### src/pkg/dml_regs.svh
// field positions, masks and reset values of the debug match registers
`ifndef DML_REGS_SVH
`define DML_REGS_SVH

`define DML_MEANING_BIT 21
`define DML_LINK_BIT 20
`define DML_LINKED_HI 19
`define DML_LINKED_LO 16
`define DML_LANE_HI 8
`define DML_LANE_LO 5
`define DML_PRIV_HI 2
`define DML_PRIV_LO 1
`define DML_ENABLE_BIT 0
`define DML_CTX_PAIR_A 4'h4
`define DML_CTX_PAIR_B 4'h5
`define DML_BCTRL_WMASK 32'h003F01E7
`define DML_WCTRL_WMASK 32'h001F01FF
`define DML_WVAL_WMASK 32'hFFFFFFFC
`define DML_REG_RESET 32'h00000000
`define DML_PRIV_ONLY 2'h1
`define DML_USER_ONLY 2'h2
`define DML_PRIV_ANY 2'h3
`define DML_ALL_LANES 4'hF

`endif

### src/pkg/dml_pkg.sv
// types shared by the debug match linking logic
`default_nettype none
package dml_pkg;
	typedef enum logic [1:0]
	{
		DML_SEL_BVAL,
		DML_SEL_BCTRL,
		DML_SEL_WVAL,
		DML_SEL_WCTRL
	} dml_regkind_t;
endpackage : dml_pkg
`default_nettype wire

### src/rtl/dml_match.sv
// one value comparator with byte lane and privilege qualification
`default_nettype none
`include "dml_regs.svh"
module dml_match
(
	input wire logic [31:0] value,
	input wire logic [31:0] target,
	input wire logic [3:0] laneSel,
	input wire logic [3:0] accessLanes,
	input wire logic isContext,
	input wire logic [1:0] privField,
	input wire logic accessPriv,
	output logic valueHit,
	output logic privOk
);
	logic [3:0] laneEq;
	logic ctxHit;
	logic addrHit;

	// context compare checks each selected byte
	genvar g;
	generate
		for (g = 0; g < 4; g++)
		begin : gLane
			assign laneEq[g] = !laneSel[g] || (value[8*g +: 8] == target[8*g +: 8]);
		end
	endgenerate

	always_comb
	begin
		ctxHit = (|laneSel) && (&laneEq);
		addrHit = (value[31:2] == target[31:2]) && (|(laneSel & accessLanes));
		valueHit = isContext ? ctxHit : addrHit;
		unique case (privField)
			`DML_PRIV_ONLY: privOk = accessPriv;
			`DML_USER_ONLY: privOk = !accessPriv;
			`DML_PRIV_ANY: privOk = 1'b1;
			default: privOk = 1'b0;
		endcase
	end
endmodule : dml_match
`default_nettype wire

### src/rtl/debug_match_linking.sv
// breakpoint and watchpoint pairs with context identifier linking
`default_nettype none
`include "dml_regs.svh"
// Operation
// - meaning bit selects fetch address (0) or context identifier (1) as compare target
// - link bit marks a breakpoint pair as taking part in linking
// - mode 00: fetch address match alone raises a breakpoint event
// - mode 01: address match plus named context pair match on same fetch
// - mode 10: context identifier match alone raises a breakpoint event
// - mode 11: pair only serves as context target for linked pairs
// - any number of pairs may link to one context pair at once
// - only pairs four and five hold context identifiers; others are never link targets
// - linked events use the privilege qualifier of the address pair
// - byte lane select also gates context comparisons; software sets all lanes
// - context-only event dropped in privileged mode under monitor debug mode
// - privilege qualifier applies to unlinked (mode 10) context comparisons too
// - qualifier 01 privileged, 10 user, 11 any, 00 never
// - linked address pair raises nothing unless both pairs are enabled
// - each lane bit matches one little-endian byte; zero lanes never match
module debug_match_linking
#(
	parameter int NB = 6,
	parameter int NW = 2
)
(
	input wire logic mclk,
	input wire logic rst_n,
	input wire logic regWrEn,
	input wire logic regRdEn,
	input wire dml_pkg::dml_regkind_t regKind,
	input wire logic [3:0] regIndex,
	input wire logic [31:0] regWrData,
	output logic [31:0] regRdData,
	input wire logic fetchValid,
	input wire logic [31:0] fetchAddr,
	input wire logic [3:0] fetchByteEn,
	input wire logic fetchPriv,
	input wire logic dataValid,
	input wire logic [31:0] dataAddr,
	input wire logic [3:0] dataByteEn,
	input wire logic dataPriv,
	input wire logic [31:0] contextId,
	input wire logic monitorMode,
	output logic breakpointEvent,
	output logic watchpointEvent,
	output logic [NB-1:0] breakpointHits,
	output logic [NW-1:0] watchpointHits
);
	typedef struct packed
	{
		logic [NB-1:0][31:0] bval;
		logic [NB-1:0][31:0] bctrl;
		logic [NW-1:0][31:0] wval;
		logic [NW-1:0][31:0] wctrl;
		logic [31:0] rdData;
		logic bpEvent;
		logic wpEvent;
		logic [NB-1:0] bpHits;
		logic [NW-1:0] wpHits;
	} dml_state_t;

	dml_state_t st_reg;
	dml_state_t st_next;
	logic [NB-1:0] bValueHit;
	logic [NB-1:0] bPrivOk;
	logic [NB-1:0] bHit;
	logic [NB-1:0] ctxTarget;
	logic [15:0] ctxTargetWide;
	logic [NW-1:0] wValueHit;
	logic [NW-1:0] wPrivOk;
	logic [NW-1:0] wHit;

	assign ctxTargetWide = 16'(ctxTarget);

	// linked pair must be four or five and be a ready context target
	function automatic logic linkOk(input logic [3:0] idx, input logic [15:0] tgt);
		linkOk = ((idx == `DML_CTX_PAIR_A) || (idx == `DML_CTX_PAIR_B)) && tgt[idx];
	endfunction : linkOk

	genvar i;
	generate
		for (i = 0; i < NB; i++)
		begin : gBrk
			logic ctxCapable;
			logic meaning;
			logic link;
			logic en;
			logic [3:0] linked;
			assign ctxCapable = (i == 4) || (i == 5);
			assign meaning = ctxCapable && st_reg.bctrl[i][`DML_MEANING_BIT];
			assign link = st_reg.bctrl[i][`DML_LINK_BIT];
			assign en = st_reg.bctrl[i][`DML_ENABLE_BIT];
			assign linked = st_reg.bctrl[i][`DML_LINKED_HI:`DML_LINKED_LO];
			dml_match uMatch
			(
				.value(st_reg.bval[i]),
				.target(meaning ? contextId : fetchAddr),
				.laneSel(st_reg.bctrl[i][`DML_LANE_HI:`DML_LANE_LO]),
				.accessLanes(meaning ? `DML_ALL_LANES : fetchByteEn),
				.isContext(meaning),
				.privField(st_reg.bctrl[i][`DML_PRIV_HI:`DML_PRIV_LO]),
				.accessPriv(fetchPriv),
				.valueHit(bValueHit[i]),
				.privOk(bPrivOk[i])
			);
			// context target ignores its own qualifier when linked
			assign ctxTarget[i] = en && meaning && link && bValueHit[i];
			always_comb
			begin
				unique case ({meaning, link})
					2'h0: bHit[i] = en && bValueHit[i] && bPrivOk[i];
					2'h1: bHit[i] = en && bValueHit[i] && bPrivOk[i]
						&& linkOk(linked, ctxTargetWide);
					2'h2: bHit[i] = en && bValueHit[i] && bPrivOk[i]
						&& !(fetchPriv && monitorMode);
					2'h3: bHit[i] = 1'b0;
				endcase
			end
		end
		for (i = 0; i < NW; i++)
		begin : gWat
			logic link;
			logic en;
			assign link = st_reg.wctrl[i][`DML_LINK_BIT];
			assign en = st_reg.wctrl[i][`DML_ENABLE_BIT];
			dml_match uMatch
			(
				.value(st_reg.wval[i]),
				.target(dataAddr),
				.laneSel(st_reg.wctrl[i][`DML_LANE_HI:`DML_LANE_LO]),
				.accessLanes(dataByteEn),
				.isContext(1'b0),
				.privField(st_reg.wctrl[i][`DML_PRIV_HI:`DML_PRIV_LO]),
				.accessPriv(dataPriv),
				.valueHit(wValueHit[i]),
				.privOk(wPrivOk[i])
			);
			assign wHit[i] = en && wValueHit[i] && wPrivOk[i] && (!link
				|| linkOk(st_reg.wctrl[i][`DML_LINKED_HI:`DML_LINKED_LO],
				ctxTargetWide));
		end
	endgenerate

	always_comb
	begin
		st_next = st_reg;
		if (regWrEn)
		begin
			unique case (regKind)
				dml_pkg::DML_SEL_BVAL:
					if (regIndex < 4'(NB))
						st_next.bval[regIndex] = regWrData;
				dml_pkg::DML_SEL_BCTRL:
					if (regIndex < 4'(NB))
						st_next.bctrl[regIndex] = regWrData & `DML_BCTRL_WMASK;
				dml_pkg::DML_SEL_WVAL:
					if (regIndex < 4'(NW))
						st_next.wval[regIndex] = regWrData & `DML_WVAL_WMASK;
				dml_pkg::DML_SEL_WCTRL:
					if (regIndex < 4'(NW))
						st_next.wctrl[regIndex] = regWrData & `DML_WCTRL_WMASK;
			endcase
		end
		if (regRdEn)
		begin
			st_next.rdData = `DML_REG_RESET;
			unique case (regKind)
				dml_pkg::DML_SEL_BVAL:
					if (regIndex < 4'(NB))
						st_next.rdData = st_reg.bval[regIndex];
				dml_pkg::DML_SEL_BCTRL:
					if (regIndex < 4'(NB))
						st_next.rdData = st_reg.bctrl[regIndex];
				dml_pkg::DML_SEL_WVAL:
					if (regIndex < 4'(NW))
						st_next.rdData = st_reg.wval[regIndex];
				dml_pkg::DML_SEL_WCTRL:
					if (regIndex < 4'(NW))
						st_next.rdData = st_reg.wctrl[regIndex];
			endcase
		end
		st_next.bpHits = fetchValid ? bHit : '0;
		st_next.wpHits = dataValid ? wHit : '0;
		st_next.bpEvent = fetchValid && (|bHit);
		st_next.wpEvent = dataValid && (|wHit);
	end

	always_ff @(posedge mclk or negedge rst_n)
	begin
		if (!rst_n)
			st_reg <= '0;
		else
			st_reg <= st_next;
	end

	assign regRdData = st_reg.rdData;
	assign breakpointEvent = st_reg.bpEvent;
	assign watchpointEvent = st_reg.wpEvent;
	assign breakpointHits = st_reg.bpHits;
	assign watchpointHits = st_reg.wpHits;
endmodule : debug_match_linking
`default_nettype wire

### config.mk
export PLATFORM = sky130hd
export DESIGN_NAME = debug_match_linking
export DESIGN_NICKNAME = d
export VERILOG_FILES = /design/src/pkg/dml_pkg.sv /design/src/rtl/dml_match.sv /design/src/rtl/debug_match_linking.sv
export VERILOG_INCLUDE_DIRS = /design/src /design/src/pkg
export SDC_FILE = /design/constraint.sdc
export NUM_CORES = 1
export LEC_CHECK = 0
export CAP_MARGIN = 5
export CORE_MARGIN = 2
export CORE_UTILIZATION = 49
export CTS_CLUSTER_SIZE = 40
export DETAILED_ROUTE_END_ITERATION = 10
export DONT_BUFFER_PORTS = 1
export PLACE_DENSITY = 0.66
export SYNTH_ARGS = -nofsm -noshare
export SYNTH_HDL_FRONTEND = slang
export SYNTH_SLANG_ARGS = --single-unit
### constraint.sdc
create_clock -name mclk -period 2.8 [get_ports mclk]
set_clock_uncertainty 0.05 [all_clocks]
set_input_delay 0.56 -clock mclk [delete_from_list [all_inputs] [get_ports mclk]]
set_output_delay 0.56 -clock mclk [all_outputs]
set_load 0.02 [all_outputs]
# --- After elaboration in Yosys (flattened, before gate mapping) ---
# Cells that the tools add are included.
totals:
  inputBits: 151
  regBits: 554
  word_cells: 277
  out_inout_bits: 42
op_classes:
  n_lt_le_gt_ge: 13
  bitwise_logic: 8
  n_reduce_logical: 111
  muxes: 59
  eq_ne: 65
op_table:
  columns: ["cell", "count"]
  rows:
  - ["two-way mux 32 bit", 14]
  - ["bitwise mux 192 bit", 2]
  - ["== test 30 bit", 8]
  - ["binary-select mux 32 bit (select 3 bit)", 2]
  - ["bitwise mux 64 bit", 2]
  - ["case mux 32 bit (4 select lines)", 1]
  - ["demux 32 bit (select 3 bit)", 1]
  - ["== test 4 x 3 -> 1 bit (second input constant)", 16]
  - ["== test 8 bit", 8]
  - ["logical AND 1 bit", 55]
  - ["== test 2 bit (second input constant)", 22]
  - ["less-than comparator 4 x 5 -> 1 bit (second input constant)", 8]
  - ["OR reduction 4 bit", 10]
  - ["bitwise AND 4 bit", 8]
  - ["binary-select mux 1 bit (select 4 bit)", 8]
  - ["demux 32 bit (select 1 bit)", 1]
  - ["case mux 1 bit (3 select lines)", 8]
  - ["== test 2 x 1 -> 1 bit (second input constant)", 11]
  - ["logical OR 1 bit", 18]
  - ["logical NOT 2 bit", 7]
  - ["logical NOT 1 bit", 13]
  - ["AND reduction 3 bit", 4]
  - ["two-way mux 1 bit", 10]
  - ["less-than comparator 4 x 2 -> 1 bit (second input constant)", 2]
  - ["other kinds (11)", 17]

# --- Longest topological paths before layout ---
depth:
  depth_word: 14
  ltp_mapped: 13
  mapped_depth_nobuf: 10

# --- Modules after synthesis ---
# Synthesis repeated with hierarchy kept, for this count alone.
unflattened:
  hier_cells: 1823
  area_unflattened_um2: 22754.3
modules_own_cells:
  columns: ["module", "area_per_inst_um2", "seq_area_each_um2", "cells_per_inst", "n_inst"]
  rows:
  - ["debug_match_linking", 19281.0, 10009.6, 1391, 1]
  - ["dml_match", 434.2, 0.0, 54, 8]

# --- Worst setup path before layout ---
# No wires, ideal clock.
synth_path:
  path_kind: "input to register"
  startpoint: "input port fetchAddr[16]"
  endpoint: "register st_reg (netlist bit breakpointEvent)"
  setup_time_ps: 65
  t_required_ps: 2685
  setup_slack_ps: -66
  arrival_ps: 2752
  n_path_buf: 1
  cell_stages: 11
  path_cell_list: "clkbuf_1 mux2i_1 xnor2_1 nor4_1 a21boi_1 a2111oi_4 nand3_2 mux2i_1 a221oi_1 nor4_2 or3_1"
synth_lines:
  columns: ["item", "line", "text"]
  rows:
  - ["from (decl)", "debug_match_linking.sv:35", "input wire logic [31:0] fetchAddr,"]
  - ["to (signal assigned)", "debug_match_linking.sv:193", "st_reg <= st_next;"]
  - ["to (decl)", "debug_match_linking.sv:62", "dml_state_t st_reg;"]

==> metrics.txt <==
outcome=complete, but fails checks; failing checks=hold timing, setup timing; setup tns final=-1130 ps; critical path peak fanout=4; critical path capture point type=flip-flop; max reg flops=between 300 and 400; I/O pin count=about 190; Hold Slack=-352 ps; routed wl met2=33,000 um; Layout area overhead=10.2%; drt drc=0; # rows=between 70 and 80; DRT iter0 DRCs=1,550; dominant synthesized flop cell=dfrtp_1; critical path's largest stage delay=440 ps; Cells after Synth=around 1,900; Static Leak=approximately 11 nW; Layout Nets=2,017; Worst setup SP type=flip-flop; FF-to-FF End=breakpointEvent; Max Root-Sink Buffers=3; wirelength, routed=between 70,000 and 80,000 um; Slew @ Worst Pin=977 ps; fin worst setup slack=-240 ps; Post-Syn Nets=slightly above 2,000; register-to-register setup slack=-240 ps; clock sinks=400; WL met1=28,800 um; Final Hold Viols=400; CP endpoint=breakpointEvent; total track usage=30.5%; Detailed Routing Iterations Pass 1=5; Synth area leader=dfrtp_1; port buffer count=0; clock latency on the worst-skew pair=590 ps; antenna fix cells=0; max-slew violation count=0; Worst Hold Class=input pin to async pin; Post-DP HPWL=just over 50,000 um; cell family with most CP delay=simple AND/OR/NAND/NOR gates; first-pass GRT wire length=105,000 um; Worst path slowest cell=dfrtp_2; Avg Cell Area, Syn=~12 um^2; Max rail drop VDD=0.000397 V; grt total ovfl=0; fmax=approximately 0.33 GHz; Crit Path Class=flip-flop to flip-flop; met3 WL=6010 um; # H-tree levels=2; worst path arrival time=3510 ps; worst path bufs/invs=3; relative slew slack=34.9%; number of CTS-inserted buffers=45; drt via density=6.25; Yosys reg bits=400; Design Area, Final=24,600 um^2; TritonCTS clock tree=done; pwr dens=585 nW/um^2; largest net degree at the start of global routing=401; setup violators final=9; initial antenna violation count=1; MaxCap Viol Count=0; EDFF count, synth=0; crit-path cells=buf_12 > buf_4 > mux2i_1 > xnor2_1 > nor4_2 > buf_4 > nand2_4 > a2111oi_4 > nand3_2 > mux2i_1 > a221oi_2 > nor4_2 > or3_1; Critical R2R Launch=gBrk[5].meaning; share of layout cells above drive strength 1=29.9%; full die area=47,200 um^2; reg2reg path depth=13; Data required, critical path=3270 ps; count of cell types in the netlist=49; critical path depth in cells=13; Yosys top cell area share=44.9%; DR vias=about 16,000; Cell Area, Placed=22,800 um^2; cts hold-fix bufs=1; CP startpoint=gBrk[5].meaning; ANT nets after route=0; Util after Layout=a little over half; Post-Syn Area=around 22,000 um^2; Top Layer Used=met5; Die Wd=217 um; crit share post-route=109%; fin crit period=between 3000 and 4000 ps; wire per inst=28.9 um; die height=around 220 um; Reg clk slew, reported paths=60 ps; RSZ-0062 raised after global routing=yes; gp weighted congestion=0.952; Initial Utilization=~49%; Filler Cells Inserted=3,852; core area=45,200 um^2; Synth area leaders=dfrtp_1, mux2_2, mux2i_1; number of synthesis warnings=0; number of global-route vias before repair=15,900; CTS root buf=clkbuf_16; Synth async-reset ratio=100%; sequential-to-total area share from yosys stat=44.9%
-- cell type report --
type / instances / area, um^2 / share of cell area [%]
Tap cell: 600 / 751 / 3.06
Inverter: 14 / 52.6 / 0.214
Sequential cell: 400 / 10000 / 40.8
Clock buffer: 72 / 1380 / 5.61
Timing Repair Buffer: 81 / 766 / 3.12
Clock inverter: 8 / 97.6 / 0.397
Multi-Input combinational cell: 1320 / 11500 / 46.8
-- where the power goes --
part	total, mW	internal [mW]	switching (mW)
clock	5.96	3.54	2.43
sequential	6.66	6.21	0.446
combinational	1.74	0.935	0.804
-- Yosys cell counts (2+ instances only) --
| cell type | instances |
|---|---|
| xnor2_1 | 143 |
| nor2b_1 | 2 |
| o2111ai_1 | 2 |
| a211oi_2 | 3 |
| o221ai_1 | 17 |
| a41oi_1 | 2 |
| nor3_1 | 12 |
| buf_2 | 5 |
| a21oi_1 | 41 |
| buf_1 | 39 |
| clkbuf_1 | 99 |
| nand3_1 | 16 |
| inv_1 | 14 |
| mux2_2 | 360 |
| a22o_1 | 7 |
| o21ai_0 | 83 |
| xor2_1 | 99 |
| mux2i_1 | 179 |
| or3_1 | 3 |
| a22oi_1 | 8 |
| dfrtp_1 | 400 |
| nand4_1 | 28 |
| o211ai_1 | 37 |
| o22ai_1 | 10 |
| nand2_1 | 102 |
| a211oi_1 | 8 |
| nor4b_1 | 3 |
| a21boi_1 | 2 |
| nor4_2 | 4 |
| nand3b_1 | 2 |
| buf_4 | 41 |
| nand4b_1 | 4 |
| nor2_1 | 42 |
| nor4_1 | 45 |
| buf_6 | 2 |
| nand2b_1 | 3 |
| o21a_1 | 17 |
| ha_1 | 4 |
| mux4_2 | 15 |
| a221oi_1 | 9 |
-- layout by cell type (no fill, tap or decap), types with 12 or more instances in the layout --
cell type,count
clkbuf_8,15
clkbuf_1,12
o221ai_1,17
nor2_1,38
o211ai_1,37
nand3_1,16
mux2i_1,175
o21ai_0,81
a21oi_1,37
mux4_2,15
o21a_1,17
nand2_1,99
xnor2_1,142
clkbuf_16,45
xor2_1,99
nor4_1,41
inv_1,14
nand4_1,28
dfrtp_1,398
buf_4,65
mux2_2,360
-- worst min-delay path by stage --
stage | start | to | slack [ps]
floorplan | rst_n | breakpointEvent | 210
global placement | rst_n | st_reg[533] | 240
detailed placement | rst_n | st_reg[505] | 250
CTS | rst_n | st_reg[505] | -360
global route | rst_n | st_reg[405] | -370
finish | rst_n | st_reg[537] | -350
-- metal layers --
metal  up-vias  global-route usage (%)
met5         -                       0
met4         2                    16.5
met3       168                    7.55
met2       652                    47.3
met1      8013                    39.3
li1       6754                       -
-- cell families after synthesis --
| kind of cell | count (synthesis) | synth area share, % |
|---|---|---|
| xor gates and xnor gates | 242 | 9.51 |
| muxes | 554 | 27.7 |
| and+or+nand+nor | 271 | 6.06 |
| AOI/OAI and AO/OA | 249 | 7.33 |
| DFF | 400 | 44.9 |
| buffers and inverters | 201 | 4.24 |
| adders and majority gates | 4 | 0.225 |
-- metrics by stage --
step / total power, mW / setup slack, ps / std cells / hold slack (ps)
after detailed placement: 8.41 / -286 / 2405 / 246
after CTS: 14.4 / -241 / 2492 / -361
final: 14.4 / -240 / 2495 / -352
after global placement: 8.35 / -238 / 2405 / 242
after floorplan: 8.04 / 6.89 / 1921 / 214
after global routing: 14.8 / -336 / 2495 / -370
-- what timing repair did --
action / CTS / global route
gates resized for setup: 15 / 24
cloned: 1 / 0
setup buffers: 5 / 5
setup endpoints to repair: 10 / 10
endpoints found under the hold margin: 408 / 400
pin swaps: 14 / 20
(Power assumes the default switching activity.)
